## config.mk

```make
export PLATFORM = sky130hd
export DESIGN_NAME = tx_command_buffer_irq_config
export DESIGN_NICKNAME = d
export VERILOG_FILES = /design/src/hdl/transmit_command_view_pkg.sv /design/src/hdl/tx_policy.sv /design/src/hdl/buf_events.sv /design/src/hdl/tx_command_buffer_irq_config.sv
export SDC_FILE = /design/constraint.sdc
export NUM_CORES = 1
export LEC_CHECK = 0
export ABC_AREA = 1
export BUFFER_PORTS_ARGS = -buffer_cell sky130_fd_sc_hd__buf_2
export CAP_MARGIN = 5
export CORE_MARGIN = 5
export CORE_UTILIZATION = 55
export CTS_CLUSTER_DIAMETER = 150
export CTS_CLUSTER_SIZE = 10
export DETAILED_ROUTE_END_ITERATION = 16
export GPL_TIMING_DRIVEN = 0
export PLACE_DENSITY = 0.91
export RECOVER_POWER = 100
export SETUP_SLACK_MARGIN = 0.05
export SKIP_CTS_REPAIR_TIMING = 1
export SYNTH_ARGS = -nofsm -noshare
export SYNTH_HDL_FRONTEND = slang
export SYNTH_SLANG_ARGS = --single-unit
```

## constraint.sdc

```tcl
create_clock -name mclk -period 3.6 [get_ports mclk]
set_input_delay 0.36 -clock mclk [delete_from_list [all_inputs] [get_ports mclk]]
set_output_delay 0.36 -clock mclk [all_outputs]
set_load 0.02 [all_outputs]
```

## src/hdl/transmit_command_view_pkg.sv

```systemverilog
// Constants, register map and carrier structs for the transmit command block.
// Assumes a 32-bit Avalon-MM slave with byte addresses and one clock, mclk.
`default_nettype none

// ==========================================================================
// Package
package tx_command_pkg;

  // Register indices as printed; byte address is four times the index.
  localparam logic [11:0] IDX_TX_CMD_VIEW  = 12'h108;
  localparam logic [11:0] IDX_BUF_CFG      = 12'h10a;
  localparam logic [11:0] IDX_BUF_EVENT    = 12'h12c;
  localparam logic [11:0] IDX_TX_CMD_WRITE = 12'h144;
  localparam logic [11:0] IDX_TX_LENGTH    = 12'h146;

  localparam logic [11:0] ADDR_TX_CMD_VIEW  = 12'h420;
  localparam logic [11:0] ADDR_BUF_CFG      = 12'h428;
  localparam logic [11:0] ADDR_BUF_EVENT    = 12'h4b0;
  localparam logic [11:0] ADDR_TX_CMD_WRITE = 12'h510;
  localparam logic [11:0] ADDR_TX_LENGTH    = 12'h518;

  // Identifier patterns in the low six bits.
  localparam logic [5:0] ID_TX_CMD   = 6'h09;
  localparam logic [5:0] ID_BUF_CFG  = 6'h0b;
  localparam logic [5:0] ID_BUF_EVT  = 6'h0c;

  localparam logic [15:0] RESET_TX_CMD  = 16'h0009;
  localparam logic [15:0] RESET_BUF_CFG = 16'h000b;

  // Transmit command fields.
  localparam int POS_START_LO    = 6;
  localparam int POS_PURGE       = 8;
  localparam int POS_ONE_COLL    = 9;
  localparam int POS_CRC_SUPP    = 12;
  localparam int POS_PAD_DIS     = 13;

  // Buffer configuration enables and buffer event bits share positions.
  localparam int POS_SW_INT      = 6;
  localparam int POS_RX_DMA      = 7;
  localparam int POS_TX_SPACE    = 8;
  localparam int POS_TX_UNDERRUN = 9;
  localparam int POS_RX_LOST     = 10;
  localparam int POS_EARLY_RX    = 11;
  localparam int POS_COLL_WRAP   = 12;
  localparam int POS_MISS_WRAP   = 13;
  localparam int POS_DEST_MATCH  = 15;

  localparam logic [15:0] CFG_WRITABLE = 16'hbfc0;
  localparam logic [15:0] EVT_MASK     = 16'hbfc0;

  // Start thresholds in bytes.
  localparam logic [10:0] THRESH_CODE0 = 11'd5;
  localparam logic [10:0] THRESH_CODE1 = 11'd381;
  localparam logic [10:0] THRESH_CODE2 = 11'd1021;
  localparam logic [10:0] MIN_TX_LENGTH = 11'd3;
  localparam logic [10:0] PAD_LENGTH    = 11'd60;
  localparam logic [4:0]  MAX_COLLISIONS = 5'd16;
  localparam logic [7:0]  EARLY_RX_BYTES = 8'd128;
  localparam logic [9:0]  WRAP_FROM      = 10'h1ff;

  typedef struct packed {
    logic       padding_disable;
    logic       crc_suppress;
    logic       one_collision;
    logic       purge;
    logic [1:0] start_threshold;
  } tx_cmd_s;

  typedef struct packed {
    logic start;
    logic purge;
    logic abort_bad_crc;
    logic retry;
    logic give_up;
    logic refuse;
    logic append_crc;
    logic pad_to_min;
  } tx_ctrl_s;

  typedef struct packed {
    logic rx_dma_done;
    logic tx_space_ready;
    logic tx_underrun;
    logic rx_lost;
    logic rx_frame_start;
    logic rx_byte;
    logic rx_dest_match;
  } buf_events_s;

  function automatic logic [10:0] threshold_bytes(input logic [1:0] code,
                                                  input logic [10:0] len);
    case (code)
      2'b00:   threshold_bytes = THRESH_CODE0;
      2'b01:   threshold_bytes = THRESH_CODE1;
      2'b10:   threshold_bytes = THRESH_CODE2;
      default: threshold_bytes = len;
    endcase
  endfunction : threshold_bytes

  function automatic logic [15:0] merge_be(input logic [15:0] old_v,
                                           input logic [15:0] new_v,
                                           input logic [1:0]  be);
    merge_be = {be[1] ? new_v[15:8] : old_v[15:8], be[0] ? new_v[7:0] : old_v[7:0]};
  endfunction : merge_be

endpackage : tx_command_pkg

`default_nettype wire

```

## src/hdl/tx_policy.sv

```systemverilog
// Transmit policy engine: start threshold, purge, collision limit, pad and CRC.
// Assumes MAC strobes on mclk, one cycle wide, and a stable length per command.
`default_nettype none

// ==========================================================================
// Transmit policy
module tx_policy
  import tx_command_pkg::*;
(
  input  wire logic        mclk,
  input  wire logic        rstn,
  input  wire logic        cmd_strobe,
  input  wire tx_cmd_s     cmd,
  input  wire logic [10:0] tx_length,
  input  wire logic [10:0] tx_bytes_buffered,
  input  wire logic        tx_collision,
  input  wire logic        tx_done,
  output var  tx_ctrl_s    ctrl
);

  typedef enum logic [1:0] {IDLE, WAIT_DATA, SENDING} tx_state_e;

  tx_state_e   state;
  tx_cmd_s     active;
  logic [10:0] length;
  logic [4:0]  collisions;

  always_ff @(posedge mclk or negedge rstn) begin
    if (!rstn) begin
      state      <= IDLE;
      active     <= '0;
      length     <= '0;
      collisions <= '0;
      ctrl       <= '0;
    end else begin
      ctrl.start         <= 1'b0;
      ctrl.purge         <= 1'b0;
      ctrl.abort_bad_crc <= 1'b0;
      ctrl.retry         <= 1'b0;
      ctrl.give_up       <= 1'b0;
      ctrl.refuse        <= 1'b0;
      if (cmd_strobe) begin
        active     <= cmd;
        length     <= tx_length;
        collisions <= '0;
        if (cmd.purge) begin
          ctrl.purge <= 1'b1;
          // Abort is raised at once, well inside the 64 bit-time bound.
          ctrl.abort_bad_crc <= (state == SENDING);
        end
        if (tx_length < MIN_TX_LENGTH) begin
          ctrl.refuse <= 1'b1;
          state       <= IDLE;
        end else begin
          state <= WAIT_DATA;
        end
      end else begin
        case (state)
          IDLE: begin
            state <= IDLE;
          end
          WAIT_DATA: begin
            if (tx_bytes_buffered >= threshold_bytes(active.start_threshold, length)) begin
              ctrl.start      <= 1'b1;
              ctrl.append_crc <= ~active.crc_suppress;
              ctrl.pad_to_min <= ~active.padding_disable && (length < PAD_LENGTH);
              state           <= SENDING;
            end
          end
          SENDING: begin
            if (tx_done) begin
              state <= IDLE;
            end else if (tx_collision) begin
              collisions <= collisions + 5'd1;
              if (active.one_collision) begin
                ctrl.give_up <= 1'b1;
                state        <= IDLE;
              end else if (collisions + 5'd1 >= MAX_COLLISIONS) begin
                ctrl.give_up <= 1'b1;
                state        <= IDLE;
              end else begin
                ctrl.retry <= 1'b1;
              end
            end
          end
          default: begin
            state <= IDLE;
          end
        endcase
      end
    end
  end

endmodule : tx_policy

`default_nettype wire

```

## src/hdl/buf_events.sv

```systemverilog
// Sticky buffer events, early receive counter, counter wraps and interrupt gate.
// Assumes event strobes on mclk, one cycle wide.
`default_nettype none

// ==========================================================================
// Buffer events
module buf_events
  import tx_command_pkg::*;
(
  input  wire logic        mclk,
  input  wire logic        rstn,
  input  wire buf_events_s ev,
  input  wire logic        tx_collision,
  input  wire logic        sw_request,
  input  wire logic        clear,
  input  wire logic [15:0] enables,
  output logic [15:0]      status,
  output logic             irq
);

  logic [7:0]  rx_count;
  logic [9:0]  coll_count;
  logic [9:0]  miss_count;
  logic [15:0] set;
  logic [15:0] next_status;

  always_ff @(posedge mclk or negedge rstn) begin
    if (!rstn) begin
      rx_count <= '0;
    end else if (ev.rx_frame_start) begin
      rx_count <= '0;
    end else if (ev.rx_byte && rx_count != EARLY_RX_BYTES) begin
      rx_count <= rx_count + 8'd1;
    end
  end

  always_ff @(posedge mclk or negedge rstn) begin
    if (!rstn) begin
      coll_count <= '0;
      miss_count <= '0;
    end else begin
      if (tx_collision) coll_count <= coll_count + 10'd1;
      if (ev.rx_lost) miss_count <= miss_count + 10'd1;
    end
  end

  always_comb begin
    set = '0;
    set[POS_SW_INT]      = sw_request;
    set[POS_RX_DMA]      = ev.rx_dma_done;
    set[POS_TX_SPACE]    = ev.tx_space_ready;
    set[POS_TX_UNDERRUN] = ev.tx_underrun;
    set[POS_RX_LOST]     = ev.rx_lost;
    set[POS_EARLY_RX]    = ev.rx_byte && !ev.rx_frame_start
                           && (rx_count == EARLY_RX_BYTES - 8'd1);
    set[POS_COLL_WRAP]   = tx_collision && (coll_count == WRAP_FROM);
    set[POS_MISS_WRAP]   = ev.rx_lost && (miss_count == WRAP_FROM);
    set[POS_DEST_MATCH]  = ev.rx_dest_match;
    // A new event in the clearing cycle survives the read.
    next_status = ((clear ? 16'h0000 : status) | set) & EVT_MASK;
  end

  always_ff @(posedge mclk or negedge rstn) begin
    if (!rstn) begin
      status <= '0;
      irq    <= 1'b0;
    end else begin
      status <= next_status;
      // Software interrupts are not masked; every other bit has an enable.
      irq <= |(next_status & (enables | (16'h0001 << POS_SW_INT)));
    end
  end

endmodule : buf_events

`default_nettype wire

```

## src/hdl/tx_command_buffer_irq_config.sv

```systemverilog
// Top of the transmit command and buffer interrupt configuration block.
// Assumes an Avalon-MM master on mclk and MAC strobes on the same clock.
`default_nettype none

// ==========================================================================
// Top module
module tx_command_buffer_irq_config
  import tx_command_pkg::*;
(
  input  wire logic        mclk,
  input  wire logic        rstn,
  input  wire logic [11:0] avs_address,
  input  wire logic        avs_read,
  input  wire logic        avs_write,
  input  wire logic [31:0] avs_writedata,
  input  wire logic [3:0]  avs_byteenable,
  output logic [31:0]      avs_readdata,
  output logic             avs_waitrequest,
  input  wire logic        eeprom_load,
  input  wire logic [15:0] eeprom_tx_cmd,
  input  wire logic [15:0] eeprom_buf_cfg,
  input  wire logic [10:0] tx_bytes_buffered,
  input  wire logic        tx_collision,
  input  wire logic        tx_done,
  input  wire buf_events_s mac_events,
  output var  tx_ctrl_s    tx_ctrl,
  output logic             irq
);

  logic [15:0] transmit_command_view;
  logic [15:0] buffer_interrupt_config;
  logic [10:0] transmit_length;
  logic [15:0] buffer_event_status;
  logic        accept;
  logic        wr_accept;
  logic        rd_accept;
  logic        cmd_strobe;
  logic        sw_request;
  logic        evt_clear;
  logic        evt_irq;
  logic [15:0] next_cmd;
  logic [15:0] next_length;
  tx_cmd_s     cmd;
  tx_ctrl_s    policy_ctrl;

  // ========================================================================
  // Bus slave
  // A request is answered in the cycle after it is seen; the waitrequest
  // register drops for that one cycle, then rises again.
  assign accept    = (avs_read || avs_write) && avs_waitrequest;
  assign wr_accept = accept && avs_write;
  assign rd_accept = accept && avs_read && !avs_write;

  always_ff @(posedge mclk or negedge rstn) begin
    if (!rstn) begin
      avs_waitrequest <= 1'b1;
    end else begin
      avs_waitrequest <= !accept;
    end
  end

  always_ff @(posedge mclk or negedge rstn) begin
    if (!rstn) begin
      avs_readdata <= '0;
    end else if (rd_accept) begin
      case (avs_address)
        ADDR_TX_CMD_VIEW: avs_readdata <= {16'h0000, transmit_command_view[15:6], ID_TX_CMD};
        ADDR_BUF_CFG:     avs_readdata <= {16'h0000, buffer_interrupt_config[15:6], ID_BUF_CFG};
        ADDR_BUF_EVENT:   avs_readdata <= {16'h0000, buffer_event_status[15:6], ID_BUF_EVT};
        ADDR_TX_LENGTH:   avs_readdata <= {21'h000000, transmit_length};
        default:          avs_readdata <= '0;
      endcase
    end
  end

  // ========================================================================
  // Command and configuration registers
  assign next_cmd   = merge_be(transmit_command_view, avs_writedata[15:0], avs_byteenable[1:0]);
  assign next_length = merge_be({5'h00, transmit_length}, avs_writedata[15:0],
                                avs_byteenable[1:0]);
  assign cmd_strobe = wr_accept && (avs_address == ADDR_TX_CMD_WRITE);
  assign sw_request = wr_accept && (avs_address == ADDR_BUF_CFG) && avs_byteenable[0]
                      && avs_writedata[POS_SW_INT];
  assign evt_clear  = rd_accept && (avs_address == ADDR_BUF_EVENT);

  assign cmd.padding_disable = transmit_command_view[POS_PAD_DIS];
  assign cmd.crc_suppress    = transmit_command_view[POS_CRC_SUPP];
  assign cmd.one_collision   = transmit_command_view[POS_ONE_COLL];
  assign cmd.purge           = transmit_command_view[POS_PURGE];
  assign cmd.start_threshold = transmit_command_view[POS_START_LO+1:POS_START_LO];

  // The policy engine sees the command one cycle after the write, when the
  // view register already holds it.
  logic cmd_pending;

  always_ff @(posedge mclk or negedge rstn) begin
    if (!rstn) begin
      transmit_command_view <= RESET_TX_CMD;
      cmd_pending           <= 1'b0;
    end else begin
      cmd_pending <= cmd_strobe;
      if (cmd_strobe) begin
        transmit_command_view <= {next_cmd[15:6], ID_TX_CMD};
      end else if (eeprom_load) begin
        transmit_command_view <= {eeprom_tx_cmd[15:6], ID_TX_CMD};
      end
    end
  end

  always_ff @(posedge mclk or negedge rstn) begin
    if (!rstn) begin
      buffer_interrupt_config <= RESET_BUF_CFG;
    end else if (wr_accept && avs_address == ADDR_BUF_CFG) begin
      buffer_interrupt_config <= (merge_be(buffer_interrupt_config, avs_writedata[15:0],
                                           avs_byteenable[1:0]) & CFG_WRITABLE) | {10'h000, ID_BUF_CFG};
    end else if (eeprom_load) begin
      buffer_interrupt_config <= (eeprom_buf_cfg & CFG_WRITABLE) | {10'h000, ID_BUF_CFG};
    end
  end

  always_ff @(posedge mclk or negedge rstn) begin
    if (!rstn) begin
      transmit_length <= '0;
    end else if (wr_accept && avs_address == ADDR_TX_LENGTH) begin
      transmit_length <= next_length[10:0];
    end
  end

  // ========================================================================
  // Transmit policy and buffer events
  tx_policy u_policy (
    .mclk              (mclk),
    .rstn              (rstn),
    .cmd_strobe        (cmd_pending),
    .cmd               (cmd),
    .tx_length         (transmit_length),
    .tx_bytes_buffered (tx_bytes_buffered),
    .tx_collision      (tx_collision),
    .tx_done           (tx_done),
    .ctrl              (policy_ctrl)
  );

  buf_events u_events (
    .mclk         (mclk),
    .rstn         (rstn),
    .ev           (mac_events),
    .tx_collision (tx_collision),
    .sw_request   (sw_request),
    .clear        (evt_clear),
    .enables      (buffer_interrupt_config),
    .status       (buffer_event_status),
    .irq          (evt_irq)
  );

  assign tx_ctrl = policy_ctrl;
  assign irq     = evt_irq;

endmodule : tx_command_buffer_irq_config

`default_nettype wire

```

# --- Yosys cells after proc, flatten, opt, wreduce, memory -nomap -nowiden ---
# Cells that the tools add are included.
totals:
  ff_bits: 146
  in_bits: 105
classes:
  add_sub_neg: 4
  n_lt_le_gt_ge: 4
  eq_ne: 21
  muxes: 42
  bitwise_logic: 5
  n_reduce_logical: 36
ops:
  columns: ["operator", "n"]
  rows:
  - ["16-bit two-way mux", 5]
  - ["16-bit one-hot mux with 4 select lines", 1]
  - ["12-bit by 11-bit equality test with 1-bit output (second input constant)", 5]
  - ["8-bit two-way mux", 6]
  - ["11-bit one-hot mux with 3 select lines", 1]
  - ["2-bit two-way mux", 12]
  - ["11-bit two-way mux", 2]
  - ["10-bit by 1-bit adder with 10-bit output (second input constant)", 2]
  - ["10-bit by 9-bit equality test with 1-bit output (second input constant)", 2]
  - ["5-bit two-way mux", 4]
  - ["16-bit AND", 1]
  - ["1-bit logical AND", 16]
  - ["16-bit bitwise OR", 1]
  - ["16-bit OR reduction", 1]
  - ["2-bit AND reduction", 6]
  - ["11-bit >= comparator", 1]
  - ["11-bit by 2-bit < comparator with 1-bit output (second input constant)", 1]
  - ["11-bit by 6-bit < comparator with 1-bit output (second input constant)", 1]
  - ["1-bit two-way mux", 10]
  - ["2-bit nonzero test", 5]
  - ["3-bit AND reduction", 3]
  - ["8-bit by 1-bit adder with 8-bit output (second input constant)", 1]
  - ["8-bit by 7-bit equality test with 1-bit output (second input constant)", 1]
  - ["2-bit inequality test (second input constant)", 4]
  - ["14 further kinds", 20]

# --- Logic depth before layout (Yosys ltp) ---
# Gate-level depths: netlist of the first run.
depth:
  depth_word: 9
  mapped_depth: 15
  ltp_nobuf: 15

# --- Cells and area by module ---
# A second synthesis of the first run with hierarchy kept.
unflattened:
  hier_cells: 852
  hier_area_um2: 6553.8
by_module_without_submodules:
  columns: ["mod", "n_inst", "cells_each", "area_per_inst_um2", "seq_area_each_um2"]
  rows:
  - ["tx_command_buffer_irq_config", 1, 393, 2866.5, 1202.4]
  - ["buf_events", 1, 239, 1981.9, 950.9]
  - ["tx_policy", 1, 220, 1705.4, 775.7]

# --- Worst setup path after synthesis of the first run ---
# OpenSTA, ideal clock, no wires.
synth_timing:
  path_type: "register to register"
  startpoint: "reg u_policy.active[1] in the netlist's numbering"
  endpoint: "reg u_policy.ctrl[1] in the netlist's numbering"
  setup_ps: 126
  arrival_ps: 1875
  required_time_ps: 3474
  path_slack_ps: 1598
  path_stages_with_launch: 15
  n_path_buf: 0
  period_less_slack_ps: 2002
  cell_sequence: "dfrtp_1 -> ha_1 -> inv_1 -> nand2_1 -> o21ai_0 -> ha_1 -> inv_1 -> nor2_1 -> nand2_1 -> nor3_1 -> nand2_1 -> nand3_1 -> nand2_1 -> nand2_1 -> o21ai_0"
synth_via:
  elab_chain_len: 6
  word_cells_on_any_way: 8
  cone_classes: "1 x order compare; 2 x eq/ne; 3 x mux; 2 x reduce/logical"
synth_lines:
  columns: ["element", "line", "text"]
  rows:
  - ["from (decl)", "tx_policy.sv:24", "tx_cmd_s active;"]
  - ["from (signal assigned)", "tx_policy.sv:43", "active <= cmd;"]
  - ["2-bit equality test (tied with other cells)", "transmit_command_view_pkg.sv:92", "case (code)"]
  - ["11-bit one-hot mux with 3 select lines *", "transmit_command_view_pkg.sv:92", null]
  - ["11-bit two-way mux *", "tx_policy.sv:58", "case (state)"]
  - ["11-bit two-way mux *", "tx_policy.sv:42", "if (cmd_strobe) begin"]
  - ["11-bit >= comparator *", "tx_policy.sv:63", "if (tx_bytes_buffered >= threshold_bytes(active.start_threshold, length)) begin"]
  - ["3-bit AND reduction (no source line) *", null, null]
  - ["to (decl)", "tx_policy.sv:18", "output var tx_ctrl_s ctrl"]
# Every way passes the cells marked *; elsewhere a longest branch is shown, timed or not. The select of a mux whose other input is x is not followed.
# A chain may end at the register's enable or synchronous reset.

# --- Worst setup path after layout of the first run ---
layout_timing:
  startpoint: "reg avs_waitrequest"
  endpoint: "reg transmit_command_view[14]"
layout_via:
  elab_chain_len: 5
  word_cells_on_any_way: 7
  cone_classes: "1 x eq/ne; 1 x mux; 5 x reduce/logical"
layout_lines:
  columns: ["element", "line", "text"]
  rows:
  - ["from (decl)", "tx_command_buffer_irq_config.sv:18", "output logic avs_waitrequest,"]
  - ["from (signal assigned)", "tx_command_buffer_irq_config.sv:58", "avs_waitrequest <= !accept;"]
  - ["1-bit logical AND *", "tx_command_buffer_irq_config.sv:50", "assign accept = (avs_read || avs_write) && avs_waitrequest;"]
  - ["1-bit logical AND *", "tx_command_buffer_irq_config.sv:51", "assign wr_accept = accept && avs_write;"]
  - ["1-bit logical AND *", "tx_command_buffer_irq_config.sv:81", "assign cmd_strobe = wr_accept && (avs_address == ADDR_TX_CMD_WRITE);"]
  - ["2-bit inequality test (no source line) / 2-bit nonzero test (equally long branches)", null, null]
  - ["2-bit AND reduction (no source line)", null, null]
  - ["to (signal assigned)", "tx_command_buffer_irq_config.sv:103", "transmit_command_view <= {next_cmd[15:6], ID_TX_CMD};"]
  - ["to (signal assigned)", "tx_command_buffer_irq_config.sv:105", "transmit_command_view <= {eeprom_tx_cmd[15:6], ID_TX_CMD};"]
  - ["to (decl)", "tx_command_buffer_irq_config.sv:30", "logic [15:0] transmit_command_view;"]
# Every way passes the cells marked *; elsewhere a longest branch is shown, timed or not.

==> results of run 1 <==
==> sequential cells by signal, indices dropped and copies added (netlist names), 2 cells and up <==
name and cells:
buffer_interrupt_config 9, u_events.coll_count 10, transmit_command_view 10, u_policy.state 2, transmit_length 11, u_policy.length 11
u_policy.ctrl 8, u_policy.collisions 5, u_policy.active 5, u_events.miss_count 10, avs_readdata 16, u_events.rx_count 8
u_events.status 9
==> per-stage QoR <==
stage          hold slack [ps]  std cells  worst slack, ps
5_1_grt                  41.98       1005            634.1
3_3_place_gp             456.2        971            808.2
3_5_place_dp             298.3        972             1234
4_1_cts                 -260.5       1004             1216
6_report                 49.20       1006            779.5
2_1_floorplan            64.41        733             1598
==> worst max-delay path: cells and delay by family (launching register included) <==
family	cells	cell delay, ps
simple gates	5	910
compound gates	2	310
flops	1	560
buf+inv	2	960
==> power breakdown <==
part / total [mW] / switching [mW] / internal [mW]
logic: 0.368 / 0.220 / 0.148
registers: 1.51 / 0.0930 / 1.42
clock network: 1.92 / 0.618 / 1.30
==> cell usage in the layout, fill, tap and decap left out, types with 10 or more instances in the layout <==
cell and instances:
nand2_1 216, dfrtp_1 116, inv_1 87, buf_2 72, o21ai_0 67, nor2_1 41, clkbuf_1 38, nand3_1 28
a21oi_1 23, xor2_1 19, ha_1 18, buf_4 16, conb_1 16, clkbuf_16 16, nor3_1 10
==> final cells by class <==
| cell class | instances | area [sq um] | share of cell area (%) |
|---|---|---|---|
| Antenna cell | 1 | 2.502 | 0.03423 |
| Sequential cell | 117 | 2929 | 40.07 |
| Inverter | 91 | 346.6 | 4.741 |
| Tap cell | 140 | 175.2 | 2.396 |
| Clock inverter | 12 | 225.2 | 3.081 |
| Buffer | 27 | 162.7 | 2.225 |
| Multi-Input combinational cell | 498 | 2530 | 34.61 |
| Clock buffer | 20 | 445.4 | 6.093 |
| Timing Repair Buffer | 100 | 494.2 | 6.760 |
==> cells by family after synthesis <==
| kind of cell | after synthesis |
|---|---|
| compound gates | 119 |
| xor+xnor | 23 |
| fa+ha+maj | 18 |
| buf+inv | 118 |
| flops | 117 |
| other cells | 1 |
| simple gates | 322 |
==> worst paths after layout <==
| kind | from | to | slack, ps | cells past startpoint |
|---|---|---|---|---|
| worst max-delay path | avs_waitrequest | transmit_command_view[14] | 780 | 9 |
| worst min-delay path | mac_events[5] | u_events.status[8] | 50 | 3 |
| worst max register to register | avs_waitrequest | transmit_command_view[14] | 780 | 9 |
| worst min register to register | u_events.miss_count[8] | u_events.miss_count[8] | 470 | 1 |
| max in group asynchronous | rstn | avs_readdata[7] | 1240 | 2 |
| min in group asynchronous | rstn | u_events.rx_count[1] | 1060 | 2 |
==> layer usage <==
| metal | part of all wire (%) | GRT usage [%] | up-vias |
|---|---|---|---|
| met5 | 0 | 0 | - |
| met3 | 8.2 | 7.294 | 45 |
| li1 | - | - | 2547 |
| met4 | 2.8 | 10.06 | 0 |
| met2 | 50 | 41.64 | 244 |
| met1 | 39 | 30.66 | 2530 |
==> run summary, run 1 <==
Outcome -> complete, but fails checks
Failing checks -> capacitance limit, slew limit
# IOs -> 147
DRC -> 0
Worst setup SP type -> flip-flop
Antenna viol nets, final -> 0
Hold Fails Final Rpt -> 0
Leakage -> 3.764 nW
CP required -> 4050 ps
Clock tree from TritonCTS -> built
Area fraction in compound gates after synthesis -> 11.38%
Crit path arrival time -> 3270 ps
Number of synthesized flops with an enable pin -> 0
CTS clk-pin slew, worst paths -> 60 ps
Library cells used by synthesis -> 45
Routed len/inst -> 15.52 microns
Post-Synthesis Cells -> 718
Cell mode on critical path -> nand2_1
Sum Neg Setup Slack -> 0 ps
Core area -> 0.01075 sq mm
Count leader, synth -> nand2_1
First-pass GRT wire length -> 25.60 mm
Final setup violation count -> 0
Worst-path maximum fanout -> 10
Max_cap viols -> 1
HP Class -> input pin to flip-flop
CTS max path bufs -> 2
Die area -> 0.01308 sq mm
Slowest stage delay, CP -> 600 ps
DRT Pass-1 Iters -> 6
Layout Utilization -> 68.04%
CTS H-tree lvls -> 4
Post-route cell area -> 0.007311 sq mm
Nature of the critical path endpoint -> flip-flop
Area share of the largest cell type after synthesis -> 48.43%
Clk sink count -> 117
Critical-path cell list -> nand3_1, nor2_1, nand2_1, clkinvlp_2, nand2_4, nand2_1, clkbuf_1, o211ai_2, o21ai_2
Average size of a mapped cell -> 8.347 sq um
Fillers -> 866
Avg Vias per Cell -> 5.334
CTS Root Cell -> clkbuf_8
Largest family of logic cells by synthesized area -> simple AND/OR/NAND/NOR gates
Largest net degree at the start of global routing -> 77
Yosys reg bits -> 117
PD cells -> 519.5 mW/mm^2
VDD IR-drop max -> 383.3 uV
Synth top cells by count -> nand2_1, dfrtp_1, inv_1
Final wirelength -> 15.61 mm
Post-synthesis adder-cell area fraction -> 3.758%
Post-Synth Simple-Gate Area -> 23.47%
Total track usage -> 25.05%
Dpl cell area -> 0.006749 sq mm
Buffers on Ports -> 98
Post-route minimum period -> 2820 ps
Final Power -> 3.798 mW
GPL Wtd Cong -> 0.9287
Clk_lat worst skew -> 530 ps
Via count of the routed design -> 5366
Critical Path Slowest Stage Cell -> clkbuf_1
CTS buffer count -> 17
Initial antenna violation count -> 0
Starting Density -> 55.78%
FFs w/ async S/R, synth -> 100.0%
Unrepaired setup endpoints after global routing -> false
Clk_skew -> 6.240 ps
Maximum clock rate -> 0.3545 GHz
YS warnings -> 0
GR Overflow Total -> 0
Die W -> 114.4 microns
Post-synthesis sequential area ratio -> 48.87%
Post-DP HPWL -> 10.84 mm
DRT iter0 DRCs -> 446
Worst-Margin Slew -> 2286 ps
Post-route clock period utilization -> 78.35%
Synthesized area -> 0.005993 sq mm
Die H -> 114.4 microns
Largest cells by area after synthesis -> dfrtp_1, nand2_1, inv_1, o21ai_0, ha_1
Relative slew margins -> -52.39%
Dominant cell type by area after synthesis -> dfrtp_1
Final slew viol count -> 42
Mux share of post-synthesis cell area -> 0%
Vias in the first global route -> 5423
Area grow syn2layout -> 21.98%
XOR/XNOR share of the synthesized area -> 3.361%
Prevailing post-synth register cell -> dfrtp_1
Nets@finish -> 975
Cell row count -> 38
Share of cells above drive strength 1 -> 16.42%
Kind of critical path -> flip-flop to flip-flop
Note: power is estimated with default switching activity, not from simulation.
==> run 2: changes to the inputs <==
--- a/config.mk
+++ b/config.mk
@@ -5,16 +5,16 @@
 export SDC_FILE = /design/constraint.sdc
 export NUM_CORES = 1
 export LEC_CHECK = 0
-export ABC_AREA = 1
+export ABC_AREA = 0
 export BUFFER_PORTS_ARGS = -buffer_cell sky130_fd_sc_hd__buf_2
 export CAP_MARGIN = 5
 export CORE_MARGIN = 5
-export CORE_UTILIZATION = 55
+export CORE_UTILIZATION = 53
 export CTS_CLUSTER_DIAMETER = 150
 export CTS_CLUSTER_SIZE = 10
 export DETAILED_ROUTE_END_ITERATION = 16
 export GPL_TIMING_DRIVEN = 0
-export PLACE_DENSITY = 0.91
+export PLACE_DENSITY = 0.89
 export RECOVER_POWER = 100
 export SETUP_SLACK_MARGIN = 0.05
 export SKIP_CTS_REPAIR_TIMING = 1
==> constraint.sdc (replaced) <==
create_clock -name mclk -period 2.85 [get_ports mclk]
set_input_delay 0.285 -clock mclk [delete_from_list [all_inputs] [get_ports mclk]]
set_output_delay 0.285 -clock mclk [all_outputs]
set_load 0.02 [all_outputs]
==> run 2 against run 1 <==
  * The flow still finishes with violations (capacitance limit, slew limit)
  * Power increased by 19%
  * Worst hold slack got worse by 46 ps
  * First-iteration DRC count decreased by 26%
  * Sequential share of layout area increased by 1.8 points
  * Critical endpoint unchanged
  * Synthesized cell count decreased by 27%
  * Critical path depth decreased by 2
  * Final cell count decreased by 19%
==> run summary, run 2 <==
YS warnings -> 0 (unchanged)
Max reg flops -> 16 (unchanged)
Final cell count without fillers -> 812 (-19%)
CTS Root Cell -> clkbuf_8
PD cells -> 648.2 mW/mm^2 (+25%)
Post-DP HPWL -> 10.80 mm (-0.40%)
Commonest non-fill, non-tap cell in the layout -> dfrtp_1
Failing checks -> capacitance limit, slew limit
Worst-path maximum fanout -> 8 (-2)
Hold Fails Final Rpt -> 0 (unchanged)
# diodes -> 0 (-1)
Number of synthesized flops with an enable pin -> 0 (unchanged)
Post-synthesis adder-cell area fraction -> 3.981% (+0.22 points)
DRT Pass-1 Iters -> 6 (unchanged)
Most frequent cells in the layout -> dfrtp_1, buf_2, nand2_1
Maximum clock rate -> 0.3809 GHz
Clk_skew -> 7.341 ps (+1.101 ps)
Clock tree from TritonCTS -> built
Die H -> 113.3 microns (-0.94%)
Post-Synthesis Cells -> 522 (-27%)
Largest Register -> avs_readdata
Largest family of logic cells by synthesized area -> simple AND/OR/NAND/NOR gates
Nature of the critical path endpoint -> flip-flop
DRT iter0 DRCs -> 329 (-26%)
Count leader, synth -> dfrtp_1
Area share of the largest cell type after synthesis -> 51.32% (+2.9 points)
GPL Wtd Cong -> 0.9046 (-2.6%)
Final wirelength -> 15.44 mm (-1.1%)
CTS clk-pin slew, worst paths -> 60 ps (about the same)
CTS buffer count -> 17 (unchanged)
# IOs -> 147 (unchanged)
Worst-Margin Slew -> 1747 ps (-538.6 ps)
Total track usage -> 24.30% (-0.75 points)
Crit path arrival time -> 3080 ps (-190 ps)
Dominant cell type by area after synthesis -> dfrtp_1
Clk sink count -> 117 (unchanged)
Share of cells above drive strength 1 -> 24.11% (+7.7 points)
Vias in the first global route -> 4983 (-8.1%)
Buffers on Ports -> 96 (-2.0%)
Synth top cells by count -> dfrtp_1, nand2_1, nor2_1
Largest regs -> avs_readdata x16, transmit_length x11, u_policy.length x11
Via count of the routed design -> 4790 (-11%)
Avg Vias per Cell -> 5.899 (+11%)
Nets@finish -> 788 (-19%)
First-pass GRT wire length -> 24.36 mm (-4.8%)
Outcome -> complete, but fails checks
Relative slew margins -> -16.48% (+36 points)
Antenna viol nets, final -> 0 (unchanged)
Tightest hold margin -> 2.720 ps (-46.48 ps)
Average size of a mapped cell -> 10.84 sq um (+30%)
Largest net degree at the start of global routing -> 73 (-5.2%)
Synthesized area -> 0.005657 sq mm (-5.6%)
HP Class -> input pin to flip-flop
Final setup violation count -> 0 (unchanged)
Largest cells by area after synthesis -> dfrtp_1, mux2_2, nand2_1, ha_1, buf_4
Max_cap viols -> 1 (unchanged)
Post-Synth Simple-Gate Area -> 16.24% (-7.2 points)
Initial antenna violation count -> 0 (unchanged)
Starting Density -> 54.55% (-1.2 points)
Library cells used by synthesis -> 59 (+31%)
Sum Neg Setup Slack -> 0 ps (unchanged)
Kind of critical path -> input pin to flip-flop
CP required -> 3310 ps (-740 ps)
DRC -> 0 (unchanged)
VDD IR-drop max -> 466.3 uV (+22%)
Final slew viol count -> 73 (+74%)
Routed len/inst -> 19.02 microns (+23%)
Area grow syn2layout -> 23.60%
Core area -> 0.01037 sq mm (-3.5%)
Worst setup SP type -> input pin
Post-route clock period utilization -> 92.13%
CTS H-tree lvls -> 4 (unchanged)
Clk_lat worst skew -> 520 ps (about the same)
Leakage -> 3.264 nW (-13%)
Die area -> 0.01284 sq mm (-1.9%)
Area fraction in compound gates after synthesis -> 13.45% (+2.1 points)
Yosys reg bits -> 117 (unchanged)
GR Overflow Total -> 0 (unchanged)
Post-route minimum period -> 2626 ps
Die W -> 113.3 microns (-0.94%)
XOR/XNOR share of the synthesized area -> 3.871% (+0.51 points)
Prevailing post-synth register cell -> dfrtp_1
Mux share of post-synthesis cell area -> 6.282% (+6.3 points)
Cell row count -> 37 (-2.6%)
CTS max path bufs -> 2 (unchanged)
FFs w/ async S/R, synth -> 100.0% (unchanged)
Post-synthesis sequential area ratio -> 51.78% (+2.9 points)
Unrepaired setup endpoints after global routing -> false
Dpl cells -> 770 (-21%)
Fillers -> 772 (-11%)
## run 2: final cells by class
| cell class | count | area [sq um] | area share, % |
|---|---|---|---|
| clock buffers | 18 | 417.9 | 5.977 |
| clock inverters | 12 | 133.9 | 1.915 |
| plain buffers | 34 | 197.7 | 2.827 |
| repair buffers | 109 | 571.8 | 8.178 |
| flip-flops and latches | 117 | 2929 | 41.89 |
| inverters | 12 | 45.04 | 0.6442 |
| well taps | 136 | 170.2 | 2.434 |
| multi-input cells | 374 | 2526 | 36.13 |
## run 2: power by group
part	internal, mW	leakage, nW	switching, mW	total [mW]
clock	1.23	0.255	0.763	1.99
combinational	0.243	1.51	0.307	0.550
sequential	1.82	1.50	0.164	1.99
## run 2: critical path, stage by stage
cell and delay (ps):
dlygate4sd3_1 530, clkbuf_1 130, or4bb_1 550, nor4_2 560, mux2i_1 790, nand2_1 130
nand2_1 100
## run 2: worst paths after layout
kind / slack, ps / cells past startpoint / endpoint / start
max in group asynchronous: 530 / 3 / avs_readdata[4] / rstn
worst min register to register: 470 / 2 / avs_readdata[4] / avs_readdata[4]
worst min-delay path: 3 / 2 / u_events.status[8] / mac_events[5]
worst max register to register: 240 / 12 / u_policy.state[1] / u_policy.active[1]
worst max-delay path: 220 / 7 / transmit_command_view[14] / avs_address[5]
min in group asynchronous: 740 / 2 / u_events.rx_count[3] / rstn
## run 2: cells by family after synthesis
logic type	Yosys count
muxes	32
buffers and inverters	46
adders and majority gates	18
and+or+nand+nor	176
xor gates and xnor gates	25
other	1
AOI/OAI and AO/OA	107
DFF	117
## run 2: metrics by stage
stage | utilization, % | area, sq um | setup slack, ps | power, mW
after detailed placement | 61.58 | 6386 | -240.4 | 2.539
after CTS | 66.90 | 6938 | -250.1 | 4.531
after global routing | 67.42 | 6992 | 40.46 | 4.700
final | 67.42 | 6992 | 224.4 | 4.532
after floorplan | - | 5713 | 210.8 | 2.306
after global placement | 61.37 | 6364 | -102.6 | 2.482
## run 2: routing by layer
layer,GRT usage (%),part of all wire (%),vias up
met5,0,0,-
met4,11.86,3.6,0
met3,6.684,8.3,59
met2,42.14,51,273
met1,27.60,37,2308
li1,-,-,2150
